[src/hdl/ebcp_pkg.sv]
package ebcp_pkg;

    // ==========================================================
    // Sizes
    localparam int NUM_CS     = 4;
    localparam int ADDR_W     = 24;
    localparam int DATA_W     = 16;
    localparam int REG_ADDR_W = 8;
    localparam int LEN_W      = 6;

    // ==========================================================
    // Register map, byte offsets
    localparam logic [7:0] OFS_CS_TIMING0 = 8'h00;
    localparam logic [7:0] OFS_STATUS     = 8'h10;

    // ==========================================================
    // Timing of the clock and the pins
    localparam int CLK_PERIOD_PS     = 100000;
    localparam int MIN_EDGE_GAP_PS   = 12500;
    localparam bit EDGE_GAP_OK       = (CLK_PERIOD_PS >= MIN_EDGE_GAP_PS);
    // One phase_timing_unit is one system clock
    localparam int PHASE_UNIT_CYCLES = 1;

    // ==========================================================
    // Per chip select timing word, chip_select_timing_ctrl
    typedef struct packed {
        logic       rdy_async;
        logic       rdy_pol;
        logic       rdy_en;
        logic [1:0] hold;
        logic [4:0] access;
        logic       wsetup;
        logic [1:0] cmd;
        logic [1:0] ab_extra;
        logic       ab_sel;
    } ebcp_timing_type;

    localparam logic [15:0] TIMING_RESET = 16'h07c1;
    localparam int          ACCESS_MAX   = 32;

    typedef enum logic [2:0] {
        ST_IDLE = 3'b000,
        ST_AB   = 3'b001,
        ST_C    = 3'b010,
        ST_D    = 3'b011,
        ST_E    = 3'b100,
        ST_F    = 3'b101
    } ebcp_state_type;

    // Request from the core side
    typedef struct packed {
        logic                      write;
        logic [1:0]                cs;
        logic [ADDR_W-1:0]         addr;
        logic [DATA_W-1:0]         wdata;
    } ebcp_req_type;

endpackage

[src/hdl/ebcp_phase_timer.sv]
`timescale 1ns/10ps
`default_nettype none

module ebcp_phase_timer
    import ebcp_pkg::*;
#(
    parameter int W = LEN_W
) (
    input  wire logic         i_mclk,
    input  wire logic         i_reset,
    input  wire logic         i_load,
    input  wire logic [W-1:0] i_len,
    output logic              o_expired
);

    logic [W-1:0] count;

    // Count holds at one so that READY waitstates simply stay expired
    always_ff @(posedge i_mclk) begin
        if (i_reset) begin
            count <= '0;
        end else if (i_load) begin
            count <= i_len;
        end else if (count > W'(1)) begin
            count <= count - W'(1);
        end
    end

    assign o_expired = (count == W'(1));

endmodule

`default_nettype wire

[src/hdl/ebcp_bus_sequencer.sv]
`timescale 1ns/10ps
`default_nettype none

module ebcp_bus_sequencer
    import ebcp_pkg::*;
(
    input  wire logic                  i_mclk,
    input  wire logic                  i_reset,
    input  wire logic [REG_ADDR_W-1:0] i_reg_addr,
    input  wire logic [15:0]           i_reg_wdata,
    input  wire logic                  i_reg_wr,
    input  wire logic                  i_reg_rd,
    output logic      [15:0]           o_reg_rdata,
    input  wire logic                  i_req_valid,
    input  wire ebcp_req_type          i_req,
    output logic                       o_req_ready,
    output logic                       o_done,
    output logic      [DATA_W-1:0]     o_rdata,
    output logic                       o_bus_reference_clock_out,
    output logic      [ADDR_W-1:0]     o_addr,
    output logic      [NUM_CS-1:0]     o_cs_n,
    output logic                       o_ale,
    output logic                       o_rd_n,
    output logic                       o_wr_n,
    input  wire logic [DATA_W-1:0]     i_data,
    output logic      [DATA_W-1:0]     o_data,
    output logic                       o_data_oe_n,
    input  wire logic                  i_ready
);

    // ==========================================================
    // Registers
    ebcp_timing_type             timing [NUM_CS];
    ebcp_state_type              state;
    ebcp_state_type              next_state;
    ebcp_timing_type             cur;
    ebcp_req_type                req;
    logic [1:0]                  last_cs;
    logic                        last_cs_valid;
    logic                        win_change;
    logic [REG_ADDR_W-3:0]       reg_idx;

    assign reg_idx = i_reg_addr[REG_ADDR_W-1:2];

    genvar g;
    generate
        for (g = 0; g < NUM_CS; g++) begin : g_timing
            always_ff @(posedge i_mclk) begin
                if (i_reset) begin
                    timing[g] <= TIMING_RESET;
                end else if (i_reg_wr && i_reg_addr == OFS_CS_TIMING0 + 8'(4 * g)) begin
                    timing[g] <= i_reg_wdata;
                end
            end
        end
    endgenerate

    // Unmapped reads answer zero
    always_ff @(posedge i_mclk) begin
        if (i_reset) begin
            o_reg_rdata <= 16'h0000;
        end else if (i_reg_rd) begin
            if (i_reg_addr[1:0] == 2'b00 && reg_idx < NUM_CS) begin
                o_reg_rdata <= timing[reg_idx[1:0]];
            end else if (i_reg_addr == OFS_STATUS) begin
                o_reg_rdata <= {9'h000, last_cs_valid, last_cs, 1'b0, state};
            end else begin
                o_reg_rdata <= 16'h0000;
            end
        end else begin
            o_reg_rdata <= 16'h0000;
        end
    end

    // ==========================================================
    // Pin synchronisers
    logic              rdy_s1;
    logic              rdy_s2;
    logic              rdy_s3;
    logic [DATA_W-1:0] data_s1;
    logic [DATA_W-1:0] data_s2;

    always_ff @(posedge i_mclk) begin
        if (i_reset) begin
            rdy_s1  <= 1'b0;
            rdy_s2  <= 1'b0;
            rdy_s3  <= 1'b0;
            data_s1 <= '0;
            data_s2 <= '0;
        end else begin
            rdy_s1  <= i_ready;
            rdy_s2  <= rdy_s1;
            rdy_s3  <= rdy_s2;
            data_s1 <= i_data;
            data_s2 <= data_s1;
        end
    end

    // Async mode reads one stage later, costing a waitstate but no timing constraint
    logic rdy_level;
    logic ready_ok;
    assign rdy_level = cur.rdy_async ? rdy_s3 : rdy_s2;
    assign ready_ok  = !cur.rdy_en || (rdy_level == cur.rdy_pol);

    // ==========================================================
    // Phase sequencing
    logic [LEN_W-1:0] len_ab;
    logic [LEN_W-1:0] len_c;
    logic [LEN_W-1:0] len_d;
    logic [LEN_W-1:0] len_e;
    logic [LEN_W-1:0] len_f;
    logic [LEN_W-1:0] next_len;
    logic             expired;
    logic             accept;

    // Address setup is only entered on a take, before cur and req are loaded,
    // so it is sized from the request and its own chip select's word
    assign win_change = !last_cs_valid || (last_cs != i_req.cs);
    assign len_ab = LEN_W'(1) + LEN_W'(timing[i_req.cs].ab_sel)
                  + (win_change ? LEN_W'(timing[i_req.cs].ab_extra) : LEN_W'(0));
    assign len_c  = LEN_W'(cur.cmd);
    assign len_d  = LEN_W'(cur.wsetup);
    assign len_e  = LEN_W'(cur.access) + LEN_W'(1);
    assign len_f  = LEN_W'(cur.hold);

    assign o_req_ready = (state == ST_IDLE);
    assign accept      = o_req_ready && i_req_valid;

    always_comb begin
        next_state = state;
        case (state)
            ST_IDLE: begin
                if (i_req_valid) begin
                    next_state = ST_AB;
                end
            end
            ST_AB: begin
                if (expired) begin
                    next_state = (len_c != 0) ? ST_C : (len_d != 0) ? ST_D : ST_E;
                end
            end
            ST_C: begin
                if (expired) begin
                    next_state = (len_d != 0) ? ST_D : ST_E;
                end
            end
            ST_D: begin
                if (expired) begin
                    next_state = ST_E;
                end
            end
            ST_E: begin
                if (expired && ready_ok) begin
                    next_state = (len_f != 0) ? ST_F : ST_IDLE;
                end
            end
            ST_F: begin
                if (expired) begin
                    next_state = ST_IDLE;
                end
            end
            default: begin
                next_state = ST_IDLE;
            end
        endcase
    end

    always_comb begin
        case (next_state)
            ST_AB:   next_len = len_ab;
            ST_C:    next_len = len_c;
            ST_D:    next_len = len_d;
            ST_E:    next_len = len_e;
            ST_F:    next_len = len_f;
            default: next_len = '0;
        endcase
    end

    ebcp_phase_timer #(.W(LEN_W)) u_timer (
        .i_mclk    (i_mclk),
        .i_reset   (i_reset),
        .i_load    (next_state != state),
        .i_len     (next_len),
        .o_expired (expired)
    );

    always_ff @(posedge i_mclk) begin
        if (i_reset) begin
            state <= ST_IDLE;
        end else begin
            state <= next_state;
        end
    end

    // Timing word frozen for the whole cycle, so mid-cycle writes take effect next cycle
    always_ff @(posedge i_mclk) begin
        if (i_reset) begin
            cur <= TIMING_RESET;
            req <= '0;
        end else if (accept) begin
            cur <= timing[i_req.cs];
            req <= i_req;
        end
    end

    always_ff @(posedge i_mclk) begin
        if (i_reset) begin
            last_cs       <= 2'b00;
            last_cs_valid <= 1'b0;
        end else if (state == ST_AB && next_state != ST_AB) begin
            last_cs       <= req.cs;
            last_cs_valid <= 1'b1;
        end
    end

    // ==========================================================
    // Pins other than the reference clock, registered from the next state; one change per clock at most
    logic in_cycle;
    assign in_cycle = (next_state != ST_IDLE);
    assign o_bus_reference_clock_out = i_mclk;

    always_ff @(posedge i_mclk) begin
        if (i_reset) begin
            o_addr      <= '0;
            o_cs_n      <= '1;
            o_ale       <= 1'b0;
            o_rd_n      <= 1'b1;
            o_wr_n      <= 1'b1;
            o_data      <= '0;
            o_data_oe_n <= 1'b1;
        end else begin
            o_addr      <= in_cycle ? (accept ? i_req.addr : req.addr) : o_addr;
            o_cs_n      <= in_cycle ? ~(NUM_CS'(1) << (accept ? i_req.cs : req.cs)) : '1;
            o_ale       <= (next_state == ST_AB);
            o_rd_n      <= !(next_state == ST_E && !req.write);
            o_wr_n      <= !(next_state == ST_E && req.write);
            o_data      <= req.wdata;
            o_data_oe_n <= !(req.write && (next_state == ST_D || next_state == ST_E
                                           || next_state == ST_F));
        end
    end

    // Pin is sampled on the edge that lifts the read strobe; the two-flop
    // synchroniser delivers it two clocks later, so done waits for it
    logic end_p1;
    logic end_p2;
    logic rd_p1;
    logic rd_p2;

    always_ff @(posedge i_mclk) begin
        if (i_reset) begin
            end_p1  <= 1'b0;
            end_p2  <= 1'b0;
            rd_p1   <= 1'b0;
            rd_p2   <= 1'b0;
            o_rdata <= '0;
            o_done  <= 1'b0;
        end else begin
            end_p1 <= (state == ST_E) && (next_state != ST_E);
            rd_p1  <= !req.write;
            end_p2 <= end_p1;
            rd_p2  <= rd_p1;
            o_done <= end_p2;
            if (end_p2 && rd_p2) begin
                o_rdata <= data_s2;
            end
        end
    end

    // ==========================================================
    // Checks
    logic [LEN_W:0]   phase_cycles;
    logic [LEN_W-1:0] entry_len;

    always_ff @(posedge i_mclk) begin
        if (i_reset) begin
            phase_cycles <= '0;
            entry_len    <= '0;
        end else if (next_state != state) begin
            phase_cycles <= (LEN_W+1)'(1);
            entry_len    <= next_len;
        end else if (phase_cycles != '1) begin
            phase_cycles <= phase_cycles + (LEN_W+1)'(1);
        end
    end
endmodule

`default_nettype wire

[config.mk]
export PLATFORM = sky130hd
export DESIGN_NAME = ebcp_bus_sequencer
export DESIGN_NICKNAME = d
export VERILOG_FILES = /design/src/hdl/ebcp_pkg.sv /design/src/hdl/ebcp_phase_timer.sv /design/src/hdl/ebcp_bus_sequencer.sv
export SDC_FILE = /design/constraint.sdc
export NUM_CORES = 1
export LEC_CHECK = 0
export BUFFER_PORTS_ARGS = -buffer_cell sky130_fd_sc_hd__buf_2
export CAP_MARGIN = 10
export CORE_MARGIN = 8
export CORE_UTILIZATION = 50
export CTS_CLUSTER_SIZE = 8
export DETAILED_ROUTE_END_ITERATION = 10
export PLACE_DENSITY = 0.8
export SYNTH_ARGS = -nofsm -noshare
export SYNTH_HDL_FRONTEND = slang
export SYNTH_SLANG_ARGS = --single-unit
[constraint.sdc]
create_clock -name i_mclk -period 5.2 [get_ports i_mclk]
set_clock_uncertainty 0.2 [all_clocks]
set_input_delay 0.52 -clock i_mclk [delete_from_list [all_inputs] [get_ports i_mclk]]
set_output_delay 0.52 -clock i_mclk [all_outputs]
set_load 0.02 [all_outputs]
# Word level (Yosys, flattened, before mapping)
# Memory sizes are Yosys's and may differ from the RTL's.
# Cells that the tools add are included.
[classes] add_sub_neg=4 magnitude_cmp=2 eq_ne=20 shift=1 muxes=37 bitwise=7 reduce_logical=32
[ops] op="$mux 16" n=5
[ops] op="$pmux 6 s5" n=1
[ops] op="$mux 3" n=9
[ops] op="$mux 24" n=1
[ops] op="$pmux 3 s6" n=1
[ops] op="$eq 8x4->1 const B" n=2
[ops] op="$mux 1" n=15
[ops] op="$logic_and 1x1->1" n=13
[ops] op="$eq 3x2->1 const B" n=4
[ops] op="$eq 3x3->1 const B" n=4
[ops] op="$mux 6" n=2
[ops] op="$reduce_bool 6->1" n=2
[ops] op="$eq 8x3->1 const B" n=1
[ops] op="$eq 8x5->1 const B" n=1
[ops] op="$logic_not 8->1" n=1
[ops] op="$mux 7" n=1
[ops] op="$add 5x1->6 const B" n=1
[ops] op="$eq 3x1->1 const B" n=2
[ops] op="$eq 6x1->1 const B" n=1
[ops] op="$gt 6x1->1 const B" n=1
[ops] op="$logic_not 1->1" n=6
[ops] op="$lt 6x3->1 const B" n=1
[ops] op="$sub 6x1->6 const B" n=1
[ops] op="$logic_or 1x1->1" n=4
[ops] op="other kinds (17)" n=23
[word_totals] reg_bits=188 mem_bits_rw=64 memories=1
[memory_table] memory="timing" words=4 word_bits=16 rd=2 rd_ports_with_merged_regs=0 write_ports=4 line_no="ebcp_bus_sequencer.sv:33" source="ebcp_timing_type timing [NUM_CS];"

# Depth between registers and ports, before layout
# Gate-level depths: netlist (run 1).
[depth] word_depth=11 mapped_depth=10

# Cells and area by module
# Synthesis (run 1) repeated with hierarchy kept, for this count alone.
[unflattened] cells_unflattened=924 area_unflattened_um2=10082.2
[modules_own_cells] module="ebcp_bus_sequencer" instances=1 cells_per_inst=878 area_each_um2=9700.6 seq_area_each_um2=5565.3
[modules_own_cells] module="ebcp_phase_timer" instances=1 cells_per_inst=46 area_each_um2=381.6 seq_area_each_um2=120.1

==> reports/qor.log, run 1 <==
[outcome] result of the run complete, no violations
[setup_path] Critical Path Source Type clock port
[grt] antenna violations before repair 1
[timing] worst hold-check slack 6.96 ps
[place] number of port buffers 171
[setup_path] terminus of the critical flop-to-flop path o_addr[10]
[die] Core Region 0.0194 sq mm
[timing] count of final hold-check violations 0
[route] number of nets with antenna violations after detailed routing 0
[synth] number of enable flip-flop cells after synthesis 64
[timing] slew at the pin with the worst max-slew slack 1170 ps
[synth] sequential fraction of the synthesis area 57.7%
[place] placed wire-length estimate 15400 um
[die] number of standard-cell rows in the floorplan 51
[cells_and_area] Area growth syn-to-layout 28.0%
[power_and_ir_drop] peak ir drop on the vdd network 0.000276 V
[setup_path] most prevalent standard cell on the critical path clkbuf_16
[place] Placer Congestion 0.929
[setup_path] stage delay of the slowest cell on the critical path 150 ps
[cells_and_area] Post-Layout Cell Count 1420
[clocking] clock network latency to the later pin of the worst-skew pair 630 ps
[synth] count of yosys warnings during synthesis 0
[grt] met3 demand-to-capacity share in global routing 4.69%
[die] die height 156 um
[power_and_ir_drop] overall power 5660 uW
[synth] Post-Synthesis Net Count 1008
[synth] synthesized area per cell 10.8 sq um
[clocking] # resized after CTS 0
[worst_hold_path] Tightest Hold Check Type in -> reg
[die] initial cell density of the core 50.8%
[synth] combined area of all synthesized cells 0.00986 sq mm
[grt] total gr overflow 0
[route] violation count after the first detailed-routing iteration 588
[setup_path] largest fanout of any net on the critical path 2
[timing] final number of max-transition violations 0
[cells_and_area] fraction of final layout cells sized beyond drive strength 1 23.3%
[power_and_ir_drop] pwr/cell area 448 mW/mm^2
[route] drt drc 0
[power_and_ir_drop] LEAKAGE 0.00496 uW
[cells_and_area] highest-count cells in the layout ignoring fill and taps dfxtp_1, buf_2, nand2_1, a21oi_1, nor2b_1
[setup_path] kind of end point of the critical path output port
[synth] distinct cell type count after synthesis 59
[cells_and_area] most common cell after layout, fill and taps aside dfxtp_1
[setup_path] slowest stage cell on the critical path buf_2
[setup_path] data required time of the worst path 4480 ps
[timing] unrepaired setup endpoints after global routing no
[synth] #FFs+latches synth 252
[setup_path] worst path cell trace clkbuf_16 > clkbuf_16 > buf_2
[flow_run] number of max-cap violations 0
[setup_path] Crit Path Class clk -> out
[grt] via count of the first global-routing pass 8017
[grt] pin count of the biggest net entering global routing 106
[cells_and_area] post-layout instance area 0.0126 sq mm
[grt] GRT Total Usage 21.2%
[die] Die ar. 0.0245 sq mm
[grt] wire length of the first global-routing pass 41300 um
[timing] aggregate negative setup slack 0 ps
[synth] flip-flop cell with the highest count after synthesis dfxtp_1
[setup_path] launch point of the worst reg-to-reg path u_timer.count[2]
[setup_path] Arr. time, crit path 2990 ps
[setup_path] crit path capture o_bus_reference_clock_out
[cells_and_area] Total Nets Final 1231
[setup_path] internal reg-to-reg setup slack 1610 ps
[setup_path] worst reg2reg path depth 6
[route] detail-routed net length per standard cell 18.1 um
[route] number of detailed-route iterations in the first pass 5
[route] routed via count divided by cell count 5.45
[timing] Rel. slew slack 21.7%
[route] count of vias placed by the detailed router 7732
[grt] Most Used Layer, Global Route met2
[timing] setup violation total in the final timing report 0
[grt] global-route met1 utilization 25.2%
[die] Top Ports 172
[synth] post-synthesis cell count 914
[route] total length of routed wires 25800 um
[place] count of placed standard cells including taps 1295
[clocking] CTS tree yes
[synth] Synth async-reset ratio 0%
[clocking] clock transition at the register clock pins on the worst setup and hold paths after CTS 50 ps
[die] horizontal extent of the die 156 um
[grt] met2 usage 35.1%
[place] dpl cell area 0.0109 sq mm
[setup_path] launching instance or port of the critical path i_mclk
==> cells in the mapped netlist (2+ instances only) <==
cell / number / share of area, %
or3_1: 13 / 0.83
nand2b_1: 15 / 0.95
clkbuf_1: 40 / 1.5
nand2_4: 2 / 0.23
inv_1: 15 / 0.57
a21boi_0: 2 / 0.15
nand3_1: 20 / 1.0
o21ai_0: 11 / 0.56
dfxtp_1: 188 / 38
o31a_1: 2 / 0.18
nand3b_1: 2 / 0.15
nor2b_1: 66 / 4.2
a221oi_1: 2 / 0.18
nor3_1: 29 / 1.5
a311oi_1: 25 / 2.2
a31oi_1: 6 / 0.38
xnor2_1: 5 / 0.44
ha_1: 5 / 0.63
a211o_1: 2 / 0.18
buf_2: 9 / 0.46
nor3b_1: 5 / 0.38
xor2_1: 4 / 0.36
mux4_2: 32 / 7.3
nand2_1: 166 / 6.3
buf_1: 9 / 0.34
a21bo_2: 2 / 0.20
nor2_1: 15 / 0.57
nor4bb_1: 2 / 0.20
edfxtp_1: 64 / 19
nand4_1: 5 / 0.32
and2_1: 47 / 3.0
or2_2: 2 / 0.13
a21oi_1: 70 / 3.6
o31ai_1: 2 / 0.15
mux2i_1: 6 / 0.61
==> state kept, by name (all words and copies together), names as in the netlist, 2 cells and up <==
name / flops
timing: 64
req: 43
o_addr: 24
data_s1: 16
data_s2: 16
o_data: 16
o_rdata: 16
o_reg_rdata: 16
cur: 13
u_timer.count: 6
o_cs_n: 4
state: 3
last_cs: 2
==> routing by layer <==
layer	vias to the layer above	wire [um]
met5	-	0
met2	340	12500
met4	0	1030
met1	3648	10500
li1	3659	-
met3	85	1760
==> worst min path at each step <==
stage,startpoint,endpoint,slack [ps],cells past startpoint
after global routing,i_reg_wdata[3],timing[2][3],5,2
after floorplan,req[42],o_data_oe_n,190,1
final,i_reg_wdata[9],timing[2][9],7,2
after CTS,i_reg_wdata[9],timing[2][9],3,2
after detailed placement,data_s1[8],data_s2[8],220,1
after global placement,data_s1[1],data_s2[1],220,1
==> power by group <==
part	switching, uW	total (uW)	internal, uW
clock network	844	2240	1400
logic	675	1080	406
registers	123	2330	2210
total	1640	5660	4020
==> what timing repair did <==
action                                 in CTS  in global routing
endpoints found under the hold margin      97                  0
hold buffers                               65                  0
setup buffers                               0                  0
==> worst max-delay path, delay by kind of cell <==
family                 cells  cell delay (ps)
buffers and inverters      3              390
==> cell type report <==
| type | count | area (sq um) |
|---|---|---|
| flip-flops and latches | 252 | 5690 |
| diodes | 3 | 7.51 |
| repair buffers | 239 | 1530 |
| fillers | 1431 | 6780 |
| clock inverters | 4 | 46.3 |
| clock buffers | 54 | 1050 |
| well taps | 265 | 332 |
| multi-input cells | 588 | 3900 |
| inverters | 15 | 56.3 |
==> kinds of logic after synthesis <==
logic type / share of synthesized area [%]
AND/OR/NAND/NOR: 20.4
flip-flops: 57.7
multiplexers: 7.92
XOR/XNOR: 0.800
adder cells (fa/ha/maj): 0.635
AO/OA/AOI/OAI: 9.56
buffers and inverters: 2.97
==> stage by stage <==
stage               utilization [%]  setup slack (ps)
global route                   65.0              1440
floorplan                         -              1750
global placement               56.0              1740
detailed placement             56.0              1740
CTS                            65.0              1490
finish                         65.1              1490
No activity file was read; power rests on OpenSTA's default activity.
==> run 2, diff against run 1 <==
--- a/config.mk
+++ b/config.mk
@@ -11,7 +11,7 @@
 export CORE_UTILIZATION = 50
 export CTS_CLUSTER_SIZE = 8
 export DETAILED_ROUTE_END_ITERATION = 10
-export PLACE_DENSITY = 0.8
+export PLACE_DENSITY = 0.83
 export SYNTH_ARGS = -nofsm -noshare
 export SYNTH_HDL_FRONTEND = slang
 export SYNTH_SLANG_ARGS = --single-unit
==> constraint.sdc (replaced) <==
create_clock -name i_mclk -period 3.2 [get_ports i_mclk]
set_clock_uncertainty 0.2 [all_clocks]
set_input_delay 0.32 -clock i_mclk [delete_from_list [all_inputs] [get_ports i_mclk]]
set_output_delay 0.32 -clock i_mclk [all_outputs]
set_load 0.02 [all_outputs]
==> run 2 against run 1 <==
  * First-iteration DRC count rose by 4.6%
  * Clock power rose by 67%
  * Final area rose by 2.9%
  * Setup slack got worse by 1200 ps
  * Flip-flop and latch count did not move
  * Routed wire length rose by 6.7%
  * Critical path depth rose by 3
  * Critical path type is now reg -> reg
  * Highest routed layer unchanged
==> reports/qor.log, run 2 (synthesis gave the netlist of run 1 again) <==
[outcome] result of the run complete, no violations
[cells_and_area] registers with the most flip-flops timing x64, req x43, o_addr x24
[setup_path] Crit Path Class reg -> reg
[setup_path] largest fanout of any net on the critical path 28 [+26]
[place] number of port buffers 171 [unchanged]
[die] Core Region 0.0194 sq mm [unchanged]
[grt] pin count of the biggest net entering global routing 93 [-12%]
[route] detail-routed net length per standard cell 18.8 um [+3.8%]
[route] drt drc 0 [unchanged]
[timing] top achievable clock speed 0.339 GHz
[die] number of standard-cell rows in the floorplan 51 [unchanged]
[timing] worst setup margin 254 ps [-1240 ps]
[setup_path] kind of end point of the critical path flip-flop
[worst_hold_path] Tightest Hold Check Type in -> reg
[die] horizontal extent of the die 156 um [unchanged]
[cells_and_area] highest-count cells in the layout ignoring fill and taps dfxtp_1, buf_2, nand2_1, dlygate4sd3_1, a21oi_1
[grt] via count of the first global-routing pass 8261 [+3.0%]
[grt] wire length of the first global-routing pass 43000 um [+4.0%]
[power_and_ir_drop] LEAKAGE 0.00516 uW [+4.2%]
[route] number of nets with antenna violations after detailed routing 0 [unchanged]
[place] placed wire-length estimate 16200 um [+5.5%]
[setup_path] Critical Path Source Type flip-flop
[timing] post-route clock period utilization 92.1%
[power_and_ir_drop] peak ir drop on the vdd network 0.000482 V [+75%]
[timing] slew at the pin with the worst max-slew slack 893 ps [-281 ps]
[cells_and_area] Post-Route Utilization 67.0% [+1.9 points]
[place] Placer Congestion 0.884 [-4.8%]
[power_and_ir_drop] pwr/cell area 722 mW/mm^2 [+61%]
[cells_and_area] most common cell after layout, fill and taps aside dfxtp_1
[die] initial cell density of the core 50.8% [unchanged]
[cells_and_area] total area of multi-input combinational cells 0.00390 sq mm [-0.19%]
[timing] count of final hold-check violations 0 [unchanged]
[setup_path] Arr. time, crit path 3230 ps [+240 ps]
[setup_path] number of buffer and inverter instances along the worst setup path 0 [-3]
[clocking] number of buffers inserted to repair setup after CTS 0 [unchanged]
[clocking] clock transition at the register clock pins on the worst setup and hold paths after CTS 50 ps [about the same]
[cells_and_area] Area growth syn-to-layout 31.8%
[worst_hold_path] startpoint of the most critical hold path i_req_valid
[cells_and_area] Most flops, register timing
[cells_and_area] fraction of final layout cells sized beyond drive strength 1 24.6% [+1.3 points]
[setup_path] launching instance or port of the critical path u_timer.count[0]
[cells_and_area] Total Nets Final 1273 [+3.4%]
[die] Die ar. 0.0245 sq mm [unchanged]
[die] die height 156 um [unchanged]
[timing] unrepaired setup endpoints after global routing no
[grt] antenna violations before repair 1 [unchanged]
[cells_and_area] post-layout instance area 0.0130 sq mm [+2.9%]
[setup_path] slowest stage cell on the critical path or3_4
[place] pre-CTS setup slack 406 ps [-1340 ps]
[setup_path] cell class contributing the biggest share of worst-path delay simple AND/OR/NAND/NOR gates
[clocking] CTS tree yes
[grt] total gr overflow 0 [unchanged]
[setup_path] stage delay of the slowest cell on the critical path 450 ps [+300 ps]
[timing] min Tclk post-route 2950 ps
[setup_path] worst path cell trace ha_1 > nand2_4 > or3_4 > a311oi_4 > nand2_4 > a311oi_1
[setup_path] most prevalent standard cell on the critical path nand2_4
[setup_path] data required time of the worst path 3490 ps [-990 ps]
[timing] aggregate negative setup slack 0 ps [unchanged]
[route] routed via count divided by cell count 5.50 [+0.96%]
[cells_and_area] flip-flop count of the largest register, all copies and words added 64 [unchanged]
[timing] setup violation total in the final timing report 0 [unchanged]
[place] dpl cell area 0.0111 sq mm [+1.7%]
[route] total length of routed wires 27500 um [+6.7%]
[timing] Rel. slew slack 40.4% [+19 points]
[flow_run] number of max-cap violations 0 [unchanged]
[grt] GRT Total Usage 22.1% [+0.88 points]
[timing] final number of max-transition violations 0 [unchanged]
[route] number of detailed-route iterations in the first pass 5 [unchanged]
[die] Top Ports 172 [unchanged]
[cells_and_area] fill cell instance count of the final layout 1371 [-4.2%]
[cells_and_area] sequential cell area 0.00569 sq mm [unchanged]
[setup_path] launch point of the worst reg-to-reg path u_timer.count[0]
[route] violation count after the first detailed-routing iteration 615 [+4.6%]
[clocking] clock network latency to the later pin of the worst-skew pair 620 ps [about the same]
[route] count of vias placed by the detailed router 8021 [+3.7%]
==> run 2: cell types whose count changed in the layout (fill, tap and decap cells not counted), moves of 2 or more <==
cell           delta
buf_4            +27
dlygate4sd3_1    +15
clkbuf_1          -3
clkbuf_16         +3
clkinv_8          -2
==> run 2: path summary, 6_finish.rpt <==
kind	to	slack (ps)	cells past startpoint
min	cur[8]	40	4
max reg2reg	o_addr[10]	250	6
max	o_addr[10]	250	6
min reg2reg	rd_p2	230	1
==> run 2: through the flow <==
stage                     power, uW  hold WS, ps  instances
after floorplan                5020          195        914
after global placement         5540          217       1322
after detailed placement       5590          225       1322
after CTS                      9350         51.2       1456
after global routing           9760         80.0       1457
final                          9390         43.0       1459
==> run 2: layout make-up <==
type                            count  area share (%)
Inverter                           15           0.433
Clock buffer                       54            8.61
Antenna cell                        3          0.0578
Multi-Input combinational cell    588            30.0
Timing Repair Buffer              281            14.5
Tap cell                          265            2.55
Sequential cell                   252            43.8
Clock inverter                      1          0.0674
==> run 2: worst reg2reg max path, cell delays in order, from the launching register on <==
cell and delay, ps:
dfxtp_1 400, ha_1 430, nand2_4 170, or3_4 450
a311oi_4 440, nand2_4 290, a311oi_1 460
==> run 2: repair_timing <==
item,CTS,global route
endpoints found under the setup margin,0,1
endpoints found under the hold margin,147,0
hold buffers,80,0
gates resized for setup,0,1
==> run 2: metal layers <==
metal / track usage, % / wire length (um) / vias to the layer above
met3: 4.38 / 1890 / 92
met4: 10.8 / 1020 / 0
met5: 0 / 0 / -
met2: 38.8 / 14100 / 364
li1: - / - / 3743
met1: 25.2 / 10400 / 3822
==> run 2: power by group <==
part           switching [uW]  total, uW  internal (uW)
clock                    1340       3730           2390
combinational            1130       1860            726
sequential                207       3800           3590
==> run 3, diff against run 2 <==
--- a/config.mk
+++ b/config.mk
@@ -11,7 +11,7 @@
 export CORE_UTILIZATION = 50
 export CTS_CLUSTER_SIZE = 8
 export DETAILED_ROUTE_END_ITERATION = 10
-export PLACE_DENSITY = 0.83
+export PLACE_DENSITY = 0.75
 export SYNTH_ARGS = -nofsm -noshare
 export SYNTH_HDL_FRONTEND = slang
 export SYNTH_SLANG_ARGS = --single-unit
==> run 3 against run 2 <==
  * Die area is the same
  * Hold slack got worse by 27 ps
  * Total power decreased by 2.0%
  * Flip-flop and latch count is the same
  * Register-to-register slack lost 70 ps
  * Routed wire length is 4.6% lower
==> reports/qor.log, run 3 (synthesis gave the netlist of run 1 again) <==
[outcome] result of the run complete, no violations
[timing] top achievable clock speed 0.331 GHz [-2.5%]
[timing] unrepaired setup endpoints after global routing no
[route] number of detailed-route iterations in the first pass 4 [-1]
[setup_path] terminus of the critical flop-to-flop path o_addr[0]
[setup_path] slowest stage cell on the critical path a311oi_1
[timing] slew at the pin with the worst max-slew slack 835 ps [-58.9 ps]
[timing] count of final hold-check violations 0 [unchanged]
[route] count of vias placed by the detailed router 7808 [-2.7%]
[place] Placer Congestion 0.872 [-1.3%]
[timing] min Tclk post-route 3020 ps [+75.0 ps]
[die] die height 156 um [unchanged]
[cells_and_area] registers with the most flip-flops timing x64, req x43, o_addr x24
[cells_and_area] fill cell instance count of the final layout 1492 [+8.8%]
[place] placed wire-length estimate 16500 um [+1.5%]
[cells_and_area] Total Nets Final 1263 [-0.79%]
[grt] wire length of the first global-routing pass 41500 um [-3.4%]
[grt] pin count of the biggest net entering global routing 85 [-8.6%]
[timing] Rel. slew slack 44.4% [+3.9 points]
[grt] via count of the first global-routing pass 8083 [-2.2%]
[die] Die ar. 0.0245 sq mm [unchanged]
[setup_path] data required time of the worst path 3480 ps [about the same]
[setup_path] Critical Path Source Type flip-flop
[timing] worst setup margin 179 ps [-75.0 ps]
[grt] antenna violations before repair 1 [unchanged]
[clocking] clock network latency to the later pin of the worst-skew pair 620 ps [about the same]
[cells_and_area] fraction of final layout cells sized beyond drive strength 1 24.0% [-0.57 points]
[place] number of port buffers 171 [unchanged]
[setup_path] launch point of the worst reg-to-reg path u_timer.count[0]
[power_and_ir_drop] peak ir drop on the vdd network 0.000375 V [-22%]
[cells_and_area] flip-flop count of the largest register, all copies and words added 64 [unchanged]
[setup_path] internal reg-to-reg setup slack 180 ps [-70 ps]
[place] dpl cell area 0.0110 sq mm [-0.61%]
[grt] total gr overflow 0 [unchanged]
[route] total length of routed wires 26200 um [-4.6%]
[setup_path] largest fanout of any net on the critical path 28 [unchanged]
[cells_and_area] most common cell after layout, fill and taps aside dfxtp_1
[clocking] CTS tree yes
[route] drt drc 0 [unchanged]
[clocking] clock transition at the register clock pins on the worst setup and hold paths after CTS 50 ps [about the same]
[route] violation count after the first detailed-routing iteration 408 [-34%]
[place] pre-CTS setup slack 284 ps [-123 ps]
[worst_hold_path] startpoint of the most critical hold path i_req_valid
[setup_path] most prevalent standard cell on the critical path nand2_4
[timing] final number of max-transition violations 0 [unchanged]
[setup_path] Arr. time, crit path 3300 ps [+70 ps]
[route] number of nets with antenna violations after detailed routing 0 [unchanged]
[cells_and_area] Post-Layout Cell Count 1449 [-0.69%]
[setup_path] Crit Path Class reg -> reg
[setup_path] kind of end point of the critical path flip-flop
[cells_and_area] Area growth syn-to-layout 30.6%
[die] number of standard-cell rows in the floorplan 51 [unchanged]
[cells_and_area] highest-count cells in the layout ignoring fill and taps dfxtp_1, buf_2, nand2_1, dlygate4sd3_1, a21oi_1
[die] Top Ports 172 [unchanged]
[route] routed via count divided by cell count 5.39 [-2.0%]
[timing] post-route clock period utilization 94.4% [+2.3 points]
[setup_path] worst path cell trace ha_1 > nand2_4 > or3_4 > a311oi_4 > nand2_4 > a311oi_1
[cells_and_area] post-layout instance area 0.0129 sq mm [-0.88%]
[power_and_ir_drop] pwr/cell area 715 mW/mm^2 [-1.1%]
[flow_run] number of max-cap violations 0 [unchanged]
[setup_path] worst reg2reg path depth 6 [unchanged]
[place] count of placed standard cells including taps 1313 [-0.68%]
[die] Core Region 0.0194 sq mm [unchanged]
[cells_and_area] Most flops, register timing
[worst_hold_path] number of instances on the worst hold path 4 [unchanged]
[timing] aggregate negative setup slack 0 ps [unchanged]
[die] initial cell density of the core 50.8% [unchanged]
[die] horizontal extent of the die 156 um [unchanged]
[grt] GRT Total Usage 21.3% [-0.77 points]
[clocking] number of buffers inserted to repair setup after CTS 0 [unchanged]
[route] detail-routed net length per standard cell 18.1 um [-3.9%]
[setup_path] stage delay of the slowest cell on the critical path 510 ps [+60 ps]
[worst_hold_path] hold worst-path end cur[10]
[timing] setup violation total in the final timing report 0 [unchanged]
[worst_hold_path] Tightest Hold Check Type in -> reg
[power_and_ir_drop] LEAKAGE 0.00510 uW [-1.2%]
## run 3: layout make-up
| class | count | area [sq um] | share of cell area [%] |
|---|---|---|---|
| Sequential cell | 252 | 5690 | 44.2 |
| Multi-Input combinational cell | 588 | 3900 | 30.3 |
| Timing Repair Buffer | 271 | 1810 | 14.0 |
| Clock buffer | 52 | 1050 | 8.13 |
| Tap cell | 265 | 332 | 2.57 |
| Inverter | 15 | 56.3 | 0.437 |
| Clock inverter | 4 | 46.3 | 0.360 |
| Antenna cell | 2 | 5.00 | 0.0389 |
## run 3: report_power, final
group / internal, uW / switching [uW]
Sequential: 3590 / 194
Combinational: 703 / 1110
Clock: 2260 / 1340
## run 3: metrics by stage
stage	power (uW)	util (%)	hold WS (ps)
floorplan	5020	-	195
CTS	9220	66.3	8.17
finish	9200	66.4	15.7
detailed placement	5570	56.6	214
global route	9600	66.4	38.8
global placement	5530	56.6	213
## run 3: worst max-delay path by stage
stage	startpoint	depth (start not counted)	to
6_report	u_timer.count[0]	6	o_addr[0]
5_1_grt	u_timer.count[0]	7	o_addr[23]
4_1_cts	u_timer.count[2]	7	last_cs[1]
3_5_place_dp	u_timer.count[2]	7	last_cs[0]
3_3_place_gp	u_timer.count[5]	7	last_cs[0]
2_1_floorplan	i_reg_addr[1]	5	timing[2][0]
## run 3: worst max-delay path, delay by kind of cell, from the launching register on
| family | cells | cell delay, ps |
|---|---|---|
| flip-flops | 1 | 390 |
| AO/OA/AOI/OAI | 2 | 930 |
| adder cells (fa/ha/maj) | 1 | 440 |
| AND/OR/NAND/NOR | 3 | 900 |
## run 3: repair_timing
action | in CTS | in global routing
hold endpoints to repair | 147 | 0
hold buffers | 79 | 0
endpoints found under the setup margin | 0 | 1
resized for setup | 0 | 1
## run 3: routing by layer
layer  GRT usage (%)  vias up  part of all wire, %
li1                -     3718                    -
met1            24.7     3724                   39
met2            36.5      299                   51
met3            5.10       67                  6.6
met4            9.98        0                  3.6
met5               0        -                    0
